### src/hw/ref_switch_consts.svh
// constants for the reference clock switchover controller and its control end
//
// Overview of operation
// - override mode accepts switch requests, any frequencies
// - software switches manually when frequencies differ >20%
// - rising request gates output at current falling edge
// - mux moves at target falling edge, indicator follows
// - override: indicator follows the request level; the code instead toggles it on each completed switch
// - no lost flag while both inputs toggle
// - only rising request edges start a switchover
// - switch completes only once target input toggles
// - manual mode: primary by default, request decides
// - request must rise, then hold three cycles
// - request returns low before another switch
// - hold request three cycles of slower input
// - gate off, switch, wait, then re-enable; the code switches and re-enables on the same target fall
// - stalled current clock keeps selection, no transition
// - lost flag about two cycles after last edge
// - request held high blocks automatic switchover
`ifndef REF_SWITCH_CONSTS_SVH
`define REF_SWITCH_CONSTS_SVH

// ======================================================
// clock and timing
`define PCLK_PERIOD_NS 4
`define SENSE_WIDTH 16
`define SENSE_MAX 16'hFFFF
`define MIN_HOLD_REF_CYCLES 2'h3
`define REQ_MIN_HOLD_NS 1000
`define REQ_MIN_HOLD_CYCLES ((`REQ_MIN_HOLD_NS + `PCLK_PERIOD_NS - 1) / `PCLK_PERIOD_NS)
`define HOLD_CNT_WIDTH 10

// ======================================================
// controller register offsets
`define REG_CTRL 8'h00
`define REG_STATUS 8'h04
`define REG_IRQ_STATUS 8'h08
`define REG_IRQ_MASK 8'h0C

// ======================================================
// field positions
`define CTRL_REQ_BIT 0
`define CTRL_AUTO_BIT 1
`define ST_SEL_BIT 0
`define ST_PLOST_BIT 1
`define ST_BLOST_BIT 2
`define EV_SWITCH_BIT 0
`define EV_PLOST_BIT 1
`define EV_BLOST_BIT 2

// ======================================================
// reset values
`define CTRL_RESET 2'h0
`define IRQ_MASK_RESET 3'h0

`endif

### src/hw/ref_switch_pkg.sv
// types shared by both ends of the reference switchover link
package ref_switch_pkg;

    // ======================================================
    // switchover sequencer states
    typedef enum logic [3:0] {
        ST_IDLE = 4'b0001,
        ST_HOLD = 4'b0010,
        ST_GATE = 4'b0100,
        ST_MOVE = 4'b1000
    } sw_state_e;

    typedef logic [2:0] event_t;

endpackage : ref_switch_pkg

### src/hw/ref_switch_if.sv
// link between the switchover device and its fabric control logic
`timescale 1ns/1ps
`default_nettype none

interface ref_switch_if;
    logic switch_request;
    logic auto_mode;
    logic selected_input;
    logic primary_lost;
    logic backup_lost;

    modport device (
        input switch_request,
        input auto_mode,
        output selected_input,
        output primary_lost,
        output backup_lost
    );

    modport controller (
        output switch_request,
        output auto_mode,
        input selected_input,
        input primary_lost,
        input backup_lost
    );
endinterface : ref_switch_if

`default_nettype wire

### src/hw/ref_clock_switchover.sv
// glitch-free reference clock switchover with clock sensing
//
// Decided for this implementation: the placing of the registers and the APB slave port.
`timescale 1ns/1ps
`default_nettype none
`include "ref_switch_consts.svh"

module ref_clock_switchover (
    // clock and reset
    input wire logic pclk,
    input wire logic presetn,
    // reference inputs, sampled on pclk
    input wire logic primary_ref_input,
    input wire logic backup_ref_input,
    // gated reference towards the pll
    output logic ref_out,
    // control link
    ref_switch_if.device link
);
    import ref_switch_pkg::*;

    // ======================================================
    // declarations
    logic req_s1;
    logic req_s2;
    logic req_prev;
    logic req_rise;
    logic [1:0] ref_q;
    logic [1:0] ref_q2;
    logic [1:0] ref_rise;
    logic [1:0] ref_fall;
    logic [1:0] lost;
    logic sel;
    logic gated;
    logic [1:0] cnt_p;
    logic [1:0] cnt_b;
    sw_state_e state;
    logic cur_fall;
    logic oth_fall;
    logic cur_lost;
    logic oth_lost;
    logic hold_done;

    // ======================================================
    // request synchroniser, first stage feeds only the second
    always_ff @(posedge pclk or negedge presetn) begin
        if (!presetn) begin
            req_s1 <= 1'b0;
            req_s2 <= 1'b0;
            req_prev <= 1'b0;
        end else begin
            req_s1 <= link.switch_request;
            req_s2 <= req_s1;
            req_prev <= req_s2;
        end
    end

    // only a low-to-high change of the request counts
    assign req_rise = req_s2 & ~req_prev;

    // ======================================================
    // input sampling and edge detection
    always_ff @(posedge pclk or negedge presetn) begin
        if (!presetn) begin
            ref_q <= 2'h0;
            ref_q2 <= 2'h0;
        end else begin
            ref_q <= {backup_ref_input, primary_ref_input};
            ref_q2 <= ref_q;
        end
    end

    assign ref_rise = ref_q & ~ref_q2;
    assign ref_fall = ~ref_q & ref_q2;

    // ======================================================
    // clock sense: one monitor per input
    genvar gi;
    generate
        for (gi = 0; gi < 2; gi = gi + 1) begin : g_sense
            logic [`SENSE_WIDTH-1:0] since;
            logic [`SENSE_WIDTH-1:0] period;
            logic seen;
            logic valid;

            // measures the period and counts cycles since the last rising edge
            always_ff @(posedge pclk or negedge presetn) begin
                if (!presetn) begin
                    since <= '0;
                    period <= '0;
                    seen <= 1'b0;
                    valid <= 1'b0;
                end else if (ref_rise[gi]) begin
                    period <= (since == `SENSE_MAX) ? since : since + 16'h0001;
                    since <= '0;
                    seen <= 1'b1;
                    // the span from reset to the first edge is no period, so no false loss
                    valid <= seen;
                end else if (since != `SENSE_MAX) begin
                    since <= since + 16'h0001;
                end
            end

            // flags the input once two of its periods pass with no edge
            always_ff @(posedge pclk or negedge presetn) begin
                if (!presetn) begin
                    lost[gi] <= 1'b0;
                end else if (ref_rise[gi]) begin
                    lost[gi] <= 1'b0;
                end else begin
                    lost[gi] <= valid && ({1'b0, since} > {period, 1'b0});
                end
            end
        end
    endgenerate

    // ======================================================
    // current and target views
    assign cur_fall = sel ? ref_fall[1] : ref_fall[0];
    assign oth_fall = sel ? ref_fall[0] : ref_fall[1];
    assign cur_lost = sel ? lost[1] : lost[0];
    assign oth_lost = sel ? lost[0] : lost[1];
    assign hold_done = (cnt_p >= `MIN_HOLD_REF_CYCLES) && (cnt_b >= `MIN_HOLD_REF_CYCLES);

    // ======================================================
    // hold-time counters, rising edges of each input while armed
    always_ff @(posedge pclk or negedge presetn) begin
        if (!presetn) begin
            cnt_p <= 2'h0;
            cnt_b <= 2'h0;
        end else if (state != ST_HOLD) begin
            cnt_p <= 2'h0;
            cnt_b <= 2'h0;
        end else begin
            if (ref_rise[0] && cnt_p != `MIN_HOLD_REF_CYCLES) begin
                cnt_p <= cnt_p + 2'h1;
            end
            if (ref_rise[1] && cnt_b != `MIN_HOLD_REF_CYCLES) begin
                cnt_b <= cnt_b + 2'h1;
            end
        end
    end

    // ======================================================
    // switchover sequencer
    always_ff @(posedge pclk or negedge presetn) begin
        if (!presetn) begin
            state <= ST_IDLE;
        end else begin
            case (state)
                ST_IDLE: begin
                    if (req_rise) begin
                        state <= ST_HOLD;
                    end else if (link.auto_mode && !req_s2 && cur_lost && !oth_lost) begin
                        state <= ST_MOVE;
                    end
                end
                ST_HOLD: begin
                    if (!req_s2) begin
                        state <= ST_IDLE;
                    end else if (hold_done) begin
                        state <= ST_GATE;
                    end
                end
                ST_GATE: begin
                    // a stalled current input never falls, so nothing moves
                    if (cur_fall) begin
                        state <= ST_MOVE;
                    end
                end
                ST_MOVE: begin
                    if (oth_fall && !oth_lost) begin
                        state <= ST_IDLE;
                    end
                end
                default: begin
                    state <= ST_IDLE;
                end
            endcase
        end
    end

    // ======================================================
    // output gate: drops low while the mux is moved
    always_ff @(posedge pclk or negedge presetn) begin
        if (!presetn) begin
            gated <= 1'b0;
        end else if (state == ST_GATE && cur_fall) begin
            gated <= 1'b1;
        end else if (state == ST_IDLE && link.auto_mode && !req_s2 && !req_rise && cur_lost && !oth_lost) begin
            gated <= 1'b1;
        end else if (state == ST_MOVE && oth_fall && !oth_lost) begin
            gated <= 1'b0;
        end
    end

    // ======================================================
    // multiplexer select, primary after reset
    always_ff @(posedge pclk or negedge presetn) begin
        if (!presetn) begin
            sel <= 1'b0;
        end else if (state == ST_MOVE && oth_fall && !oth_lost) begin
            sel <= ~sel;
        end
    end

    // ======================================================
    // registered outputs
    always_ff @(posedge pclk or negedge presetn) begin
        if (!presetn) begin
            ref_out <= 1'b0;
        end else begin
            ref_out <= !gated && (sel ? ref_q[1] : ref_q[0]);
        end
    end

    // indicator trails the mux by one cycle; each completed switch toggles it, whatever the request level
    always_ff @(posedge pclk or negedge presetn) begin
        if (!presetn) begin
            link.selected_input <= 1'b0;
        end else begin
            link.selected_input <= sel;
        end
    end

    // lost flags towards the controller
    always_ff @(posedge pclk or negedge presetn) begin
        if (!presetn) begin
            link.primary_lost <= 1'b0;
            link.backup_lost <= 1'b0;
        end else begin
            link.primary_lost <= lost[0];
            link.backup_lost <= lost[1];
        end
    end

endmodule : ref_clock_switchover

`default_nettype wire

### src/flat_wrapper.sv
// flat-port wrapper written by rule: the top's interface ports become plain ports
module ref_clock_switchover_flat import ref_switch_pkg::*;
  (pclk, presetn, primary_ref_input, backup_ref_input, ref_out, link_switch_request, link_auto_mode, link_selected_input, link_primary_lost, link_backup_lost);
  ref_switch_if link_i ();
  input wire logic pclk;
  input wire logic presetn;
  input wire logic primary_ref_input;
  input wire logic backup_ref_input;
  output logic ref_out;
  input wire logic [$bits(link_i.switch_request)-1:0] link_switch_request;
  input wire logic [$bits(link_i.auto_mode)-1:0] link_auto_mode;
  output wire logic [$bits(link_i.selected_input)-1:0] link_selected_input;
  output wire logic [$bits(link_i.primary_lost)-1:0] link_primary_lost;
  output wire logic [$bits(link_i.backup_lost)-1:0] link_backup_lost;
  assign link_i.switch_request = link_switch_request;
  assign link_i.auto_mode = link_auto_mode;
  assign link_selected_input = link_i.selected_input;
  assign link_primary_lost = link_i.primary_lost;
  assign link_backup_lost = link_i.backup_lost;
  ref_clock_switchover u_core (.pclk(pclk), .presetn(presetn), .primary_ref_input(primary_ref_input), .backup_ref_input(backup_ref_input), .ref_out(ref_out), .link(link_i));
endmodule
### config.mk
export PLATFORM = sky130hd
export DESIGN_NAME = ref_clock_switchover_flat
export DESIGN_NICKNAME = d
export VERILOG_FILES = /design/src/hw/ref_switch_pkg.sv /design/src/hw/ref_switch_if.sv /design/src/hw/ref_clock_switchover.sv /design/src/flat_wrapper.sv
export VERILOG_INCLUDE_DIRS = /design/src /design/src/hw
export SDC_FILE = /design/constraint.sdc
export NUM_CORES = 1
export LEC_CHECK = 0
export BUFFER_PORTS_ARGS = -buffer_cell sky130_fd_sc_hd__buf_2
export CORE_MARGIN = 5
export CORE_UTILIZATION = 50
export CTS_CLUSTER_SIZE = 30
export DETAILED_ROUTE_END_ITERATION = 7
export PLACE_DENSITY = 0.66
export SLEW_MARGIN = 5
export SYNTH_ARGS = -nofsm -noshare
export SYNTH_HDL_FRONTEND = slang
export SYNTH_SLANG_ARGS = --single-unit
### constraint.sdc
create_clock -name pclk -period 4.1 [get_ports pclk]
set_clock_uncertainty 0.2 [all_clocks]
set_input_delay 0.41 -clock pclk [delete_from_list [all_inputs] [get_ports pclk]]
set_output_delay 0.41 -clock pclk [all_outputs]
set_load 0.02 [all_outputs]
* Yosys cells after proc, flatten, opt, wreduce, memory -nomap -nowiden *
Cells that the tools add are included.

word-level totals
  input bits = 6
  flip-flop bits (word level) = 91
  output and inout port bits = 4

operators by class
  reduce and logical (&&, ||, !) cells = 28
  bitwise logic cells = 7
  mux-type cells = 27
  equality and inequality tests = 15
  add/subtract/negate cells = 4
  order comparisons = 4

operator list
  operator                                                                  number
  16-bit two-way mux                                                        6
  16-bit by 17-bit > comparator with 1-bit output                           2
  16-bit by 1-bit adder with 16-bit output (second input constant)          2
  16-bit equality test (second input constant)                              2
  16-bit inequality test (second input constant)                            2
  4-bit two-way mux                                                         6
  1-bit logical AND                                                         18
  4-bit case mux with 4 select lines                                        1
  1-bit two-way mux                                                         10
  2-bit two-way mux                                                         4
  2-bit nonzero test                                                        4
  2-bit by 1-bit adder with 2-bit output (second input constant)            2
  2-bit bitwise AND                                                         2
  4-bit by 1-bit equality test with 1-bit output (second input constant)    1
  4-bit by 2-bit equality test with 1-bit output (second input constant)    1
  4-bit by 3-bit equality test with 1-bit output (second input constant)    1
  4-bit equality test (second input constant)                               1
  2-bit greater-or-equal comparator (second input constant)                 2
  1-bit logical NOT                                                         4
  2-bit by 1-bit inequality test with 1-bit output (second input constant)  2
  2-bit inequality test (second input constant)                             2
  4-bit by 2-bit inequality test with 1-bit output (second input constant)  1
  2-bit inverter                                                            2
  4-bit AND reduction                                                       1
  other kinds (5)                                                           6

* Longest topological paths before layout *
Gate-level depths: netlist (run 1).

  depth after elaboration = 8
  gate-level depth with buffers = 7
  mapped depth without buffers = 7

* Least setup slack after synthesis (run 1) *
Ideal clock, no wire load.

  kind = register to register
  start point = reg u_core.g_sense[0].since[0]
  end point = reg u_core.g_sense[0].period[3]
  data arrival time = 1.773 ns
  setup time = 0.131 ns
  clock period less this slack = 2.104 ns
  required time = 3.769 ns
  cell stages (with the launch flop) = 8
  path slack = 1.996 ns
  buffers on the path = 1
  path through = dfrtp_1 ha_1 nand4_1 or4_1 buf_2 nand4_1 xor2_1 o21ai_1

between the ends
  word-level cells in the longest chain between the ends = 2
  elaborated cells between the ends (all ways) = 3
  classes of those cells = 1 x add/sub; 1 x eq/ne; 1 x mux

RTL lines
  item                                                                                     line                         RTL
  from (decl)                                                                              ref_clock_switchover.sv:81   logic [`SENSE_WIDTH-1:0] since;
  from (signal assigned)                                                                   ref_clock_switchover.sv:100  since <= since + 16'h0001;
  16-bit by 1-bit adder with 16-bit output / 16-bit equality test (equally long branches)  -
  16-bit two-way mux *                                                                     ref_clock_switchover.sv:94   period <= (since == `SENSE_MAX) ? since : since + 16'h0001;
  to (signal assigned)                                                                     ref_clock_switchover.sv:94
  to (decl)                                                                                ref_clock_switchover.sv:82   logic [`SENSE_WIDTH-1:0] period;

Mark *: on every way between the ends. The rest lies on a longest branch, timed or not.
A chain may end at the register's enable or synchronous reset.

* Final worst setup path (run 1) *
Same ends and word-level chain as after synthesis.

==> results of run 1 <==
cell families after synthesis:
kind of cell / share of synthesized area (%)
adders and majority gates: 9.14
DFF: 49.0
and+or+nand+nor: 21.4
muxes: 2.02
AOI/OAI and AO/OA: 11.0
buffers and inverters: 4.01
xor gates and xnor gates: 3.39
metal layers:
layer / global-route usage [%] / share of wire [%]
met4: 6.58 / 1.5
met2: 26.3 / 48
met5: 0 / 0
met1: 22.0 / 48
met3: 2.55 / 2.2
repair_timing:
action | in CTS | in global routing
hold endpoints to repair | 61 | 0
gates resized for setup | 0 | 0
hold buffers | 4 | 0
layout make-up:
type                       instances  share of cell area, %
inverter                          34                   2.53
multi-input combinational        351                   43.4
clock inverter                     7                   1.51
clock buffer                       9                   2.46
sequential                        91                   45.2
timing repair buffer              16                   2.18
tap                              111                   2.75
stage by stage:
step | setup WS [ns] | util [%] | hold WS, ns
2_1_floorplan | 2.00 | - | -0.0856
3_3_place_gp | 1.82 | 52.5 | 0.135
3_5_place_dp | 1.76 | 52.5 | 0.151
4_1_cts | 1.74 | 55.1 | 0.178
5_1_grt | 1.61 | 55.1 | 0.189
6_report | 1.75 | 55.1 | 0.174
path summary, 6_finish.rpt:
path | depth (start not counted) | startpoint | end | slack (ns)
max | 6 | u_core.g_sense[0].since[0] | u_core.g_sense[0].period[3] | 1.75
max in group asynchronous | 3 | presetn | u_core.g_sense[1].since[2] | 2.37
min in group asynchronous | 2 | presetn | u_core.g_sense[1].period[10] | 0.43
min reg2reg | 0 | u_core.req_s1 | u_core.req_s2 | 0.17
min | 0 | u_core.req_s1 | u_core.req_s2 | 0.17
max reg2reg | 6 | u_core.g_sense[0].since[0] | u_core.g_sense[0].period[3] | 1.75
worst max-delay path, cell delays in order (launching register included):
cell,delay (ns)
dfrtp_1,0.47
ha_1,0.25
nand4_1,0.16
or4_1,0.70
nand4_1,0.16
xor2_1,0.19
o21ai_1,0.08
cell usage in the layout (no fill, tap or decap), drive strengths merged, types with 11 or more instances in the layout:
cell,netlist,layout
a21oi,25,25
xnor2,13,13
nand3,12,12
nand4,13,13
o21ai,41,41
nor2,48,48
nand2b,11,11
ha,34,34
dfrtp,90,90
inv,34,38
nand2,65,65
buf,3,12
report_power, final:
| group | internal, mW | total, mW | switching [mW] | leakage (nW) |
|---|---|---|---|---|
| registers | 0.994 | 1.09 | 0.0916 | 1.21 |
| clock network | 0.243 | 0.609 | 0.367 | 0.103 |
| logic | 0.162 | 0.377 | 0.214 | 1.04 |
==> impl_metrics.csv, run 1 <==
group,metric,value,unit
yosys,yosysSeqAreaShare,49.0,%
layout,regArea,2280,um^2
worst_setup_path,path_class,"reg2reg",
yosys,synthArstFlopShare,100,%
worst_setup_path,cp-end-kind,"flip-flop",
sta,setup_viol,0,
pwr,finalPower,2.07,mW
yosys,synth_cell_types,47,
place,hpwl,6.20,mm
yosys,synth-edff-count,0,
sta,fin_tns_setup,0,ns
place,place_inst,599,
yosys,synth_warnings,0,
clock_tree,cts.clk_slew.worst_paths,0.11,ns
die,dieArea,11300,um^2
layout,final_nets,543,
clock_tree,numClockSinks,91,
outcome,outcome,"completed",
sta,fmax,425,MHz
clock_tree,cts_setup_buffers,0,
grt,grt_pass1_vias,3206,
sta,fin_crit_sh,57.4,%
sta,hold_viol,0,
yosys,yosys_register_bits,91,
layout,n_antenna_cell,0,
detailed_routing,routed_via_density,5.47,
pwr,power.density,411,nW/um^2
layout,instances_no_fill,619,
grt,grt_overflow_total,0,
yosys,synthFlopType,"dfrtp_1",
detailed_routing,drtIter0Drc,93,
yosys,synth_top_area_share,48.4,%
clock_tree,cts_inserted_buffers,9,
die,core,9150,um^2
die,initial_utilization,50.8,%
layout,final_layout_size_suffix_gt1_share,7.28,%
layout,multiInputGateArea,2190,um^2
die,pin_count,10,
yosys,netlist_area,4650,um^2
worst_setup_path,cp_data_required_time,4.12,ns
flow_run,drv_cap,0,
place,port_buffers,9,
detailed_routing,drt_first_pass_iters,4,
clock_tree,cts_tree,"done",
die,fp.dieH,106,um
worst_setup_path,start_kind,"flip-flop",
yosys,synth_nets,531,
clock_tree,htree_levels,3,
layout,fin_area,5040,um^2
detailed_routing,route.antenna.remaining_nets,0,
grt,antenna_found_initial,0,
yosys,synth_top_area_cell,"dfrtp_1",
detailed_routing,vias,3383,
sta,period_needed,2.35,ns
worst_setup_path,arrival,2.38,ns
yosys,synth_most_common_cell,"dfrtp_1",
place,dpl-instance-area,4800,um^2
layout,top_regs,"u_core.g_sense.period (32), u_core.g_sense.since (32), u_core.state (4)",
detailed_routing,wl,8.51,mm
place,gp_congestion,0.813,
detailed_routing,drc,0,
clock_tree,worstSkewPairLatency,0.38,ns
clock_tree,root_buffer,"clkbuf_8",
min_path,hp-class,"reg2reg",
yosys,synth_area_leaders,"dfrtp_1 48%, ha_1 9.1%, nand2_1 5.2%, o21ai_0 4.2%, nor2_1 3.9%",
clock_tree,clk_path_buf_depth,2,
pwr,leakage,2.35,nW
worst_setup_path,worstPathMaxFanout,7,
sta,drv_slew,0,
yosys,synth_cells,491,
die,die_w,106,um
grt,track_usage,16.3,%
layout,n_fill_cell,830,
detailed_routing,wl_per_cell,13.7,um
layout,synthToLayoutAreaGrowth,8.39,%
sta,rsz0062_at_grt,"false",
grt,grt_max_degree,61,
sta,slew_headroom,22.0,%
yosys,synth.avg_cell_area,9.47,um^2
pwr,vdd_drop_max,0.000212,V
die,num_rows,35,
yosys,synth_commonest_cells,"90 x dfrtp_1, 65 x nand2_1, 48 x nor2_1",
sta,worst_pin_slew,1.17,ns
grt,grt_pass1_wl,14.9,mm
No activity file was read; power rests on OpenSTA's default activity.
==> run 2: changes to the inputs <==
- clock period: 4.1 -> 2.2 ns (I/O delays scaled with it)
==> run 2 against run 1 <==
  * Clock power grew 86%
  * Final cell count grew 4.0%
  * Clock-buffer cell count is the same
  * Highest routed layer unchanged
  * Flip-flop and latch count is the same
  * Non-clock buffer count grew 25
  * Critical path depth grew 1
  * Hold slack lost 0.027 ns
  * Sequential share of layout area shrank 1.8 points
  * Maximum frequency grew 14%
  * Critical endpoint is now u_core.g_sense[0].period[15]
==> impl_metrics.csv, run 2 (same netlist as run 1, synthesis figures left out) <==
group,metric,value,unit
layout,final_common_cell,"dfrtp_1",
clock_tree,cts_tree,"done",
worst_setup_path,start_kind,"flip-flop",
worst_setup_path,path_class,"reg2reg",
sta,slew_headroom,66.2,%
grt,grt_pass1_vias,3587,
flow_run,drv_cap,0,
layout,n_fill_cell,802,
grt,track_usage,17.7,%
place,gp_congestion,0.902,
layout,most-common-layout-cells,"90 x dfrtp_1, 65 x nand2_1, 48 x nor2_1, 39 x o21ai_0",
worst_setup_path,worstPathMaxFanout,5,
clock_tree,cts.clk_slew.worst_paths,0.10,ns
grt,antenna_found_initial,0,
layout,n_antenna_cell,0,
pwr,p_sw_share,32.4,%
sta,fin_tns_setup,0,ns
die,die_w,106,um
clock_tree,numClockSinks,91,
sta,period_needed,2.06,ns
worst_setup_path,rr_startpoint,"u_core.g_sense[0].since[0]",
pwr,p_int,2.66,mW
worst_setup_path,r2r_setup_slack,0.14,ns
clock_tree,worstSkewPairLatency,0.37,ns
place,place_inst,624,
sta,drv_slew,0,
grt,grt_pass1_wl,16.1,mm
sta,fin_crit_sh,93.5,%
sta,fin_ws,0.143,ns
place,port_buffers,9,
detailed_routing,wl_per_cell,14.3,um
detailed_routing,drc,0,
sta,hold_viol,0,
place,dpl-instance-area,5000,um^2
detailed_routing,drt_first_pass_iters,4,
detailed_routing,drtIter0Drc,135,
layout,final_nets,568,
detailed_routing,vias,3492,
layout,final_layout_size_suffix_gt1_share,11.8,%
place,place_ws,0.157,ns
pwr,p_sw,1.28,mW
layout,instances_no_fill,644,
clock_tree,root_buffer,"clkbuf_8",
die,initial_utilization,50.8,%
worst_setup_path,cp-end-kind,"flip-flop",
pwr,vdd_drop_max,0.000400,V
pwr,clockPowerShare,28.6,%
detailed_routing,wl,9.19,mm
detailed_routing,route.antenna.remaining_nets,0,
grt,grt_overflow_total,0,
die,num_rows,35,
grt,grt_max_degree,54,
detailed_routing,routed_via_density,5.42,
sta,fmax,486,MHz
worst_setup_path,cp_data_required_time,2.29,ns
layout,top_regs,"u_core.g_sense.period (32), u_core.g_sense.since (32), u_core.state (4)",
sta,setup_viol,0,
pwr,power.density,750,nW/um^2
min_path,hp-class,"in2async",
pwr,combPwrFrac,20.7,%
sta,rsz0062_at_grt,"false",
clock_tree,cts_inserted_buffers,9,
pwr,leakage,2.48,nW
worst_setup_path,arrival,2.15,ns
die,fp.dieH,106,um
pwr,p_seq_share,50.7,%
layout,fin_area,5250,um^2
clock_tree,htree_levels,3,
die,core,9150,um^2
worst_setup_path,r2r_end,"u_core.g_sense[0].period[15]",
sta,worst_pin_slew,0.508,ns
die,dieArea,11300,um^2
layout,synthToLayoutAreaGrowth,12.9,%
worst_setup_path,ff2ff_path_depth,7,
place,hpwl,6.87,mm
outcome,outcome,"completed",
clock_tree,cts_setup_buffers,0,
clock_tree,clk_path_buf_depth,2,
die,pin_count,10,
## run 2: changes by cell type in the layout (fill, tap and decap cells not counted)
cell,delta
buf_12,+1
buf_4,+24
clkinv_8,+1
inv_8,-1
nor3_1,-1
nor3_2,+1
## run 2: power groups by stage
stage,combinational [mW],clock [mW],sequential (mW)
finish,0.815,1.13,2.00
global route,0.938,1.25,2.03
CTS,0.824,1.17,2.00
detailed placement,0.815,0,2.03
global placement,0.780,0,2.02
floorplan,0.522,0,2.02
## run 2: repair_timing
item,4_1_cts,5_1_grt
endpoints found under the hold margin,41,0
hold buffers,4,0
resized for setup,0,1
setup endpoints to repair,0,1
## run 2: worst max path at each step
stage | from | end | slack, ns | cells past startpoint
floorplan | u_core.g_sense[0].since[0] | u_core.g_sense[0].period[3] | 0.1 | 7
global placement | u_core.g_sense[0].since[15] | u_core.lost[0] | 0.17 | 6
detailed placement | u_core.g_sense[0].since[0] | u_core.g_sense[0].period[13] | 0.16 | 7
CTS | u_core.g_sense[0].since[15] | u_core.lost[0] | 0.10 | 6
global route | u_core.g_sense[0].since[15] | u_core.lost[0] | 0.02 | 6
finish | u_core.g_sense[0].since[0] | u_core.g_sense[0].period[15] | 0.14 | 7
## run 2: through the flow
step / hold slack [ns] / utilization [%] / power, mW
finish: 0.147 / 57.4 / 3.94
detailed placement: 0.0243 / 54.7 / 2.84
global route: 0.179 / 57.4 / 4.22
CTS: 0.136 / 57.3 / 4.00
global placement: 0.0214 / 54.7 / 2.80
floorplan: -0.276 / - / 2.55
## run 2: routing by layer
layer  share of wire [%]  track usage (%)  vias to the layer above  routed length, um
met5                   0                0                        -                  0
met4                 2.6             7.49                        0                238
met3                 2.2             3.89                       19                202
met2                  48             29.3                       39               4430
met1                  47             22.3                     1656               4310
li1                    -                -                     1778                  -
## run 2: critical path, cell delays in order (launching register included)
cell and delay (ns):
dfrtp_1 0.36, ha_1 0.17, nand4_1 0.10, or4_1 0.65, buf_4 0.20, nand2_1 0.07, mux2i_1 0.08, o21ai_0 0.15
## run 2: layout make-up
cell class                      count  area [um^2]  area share (%)
Sequential cell                    91         2280            43.4
Inverter                           34          128            2.43
Tap cell                          111          139            2.64
Clock inverter                      7         81.3            1.55
Clock buffer                        9          124            2.36
Multi-Input combinational cell    351         2190            41.7
Timing Repair Buffer               41          310            5.91
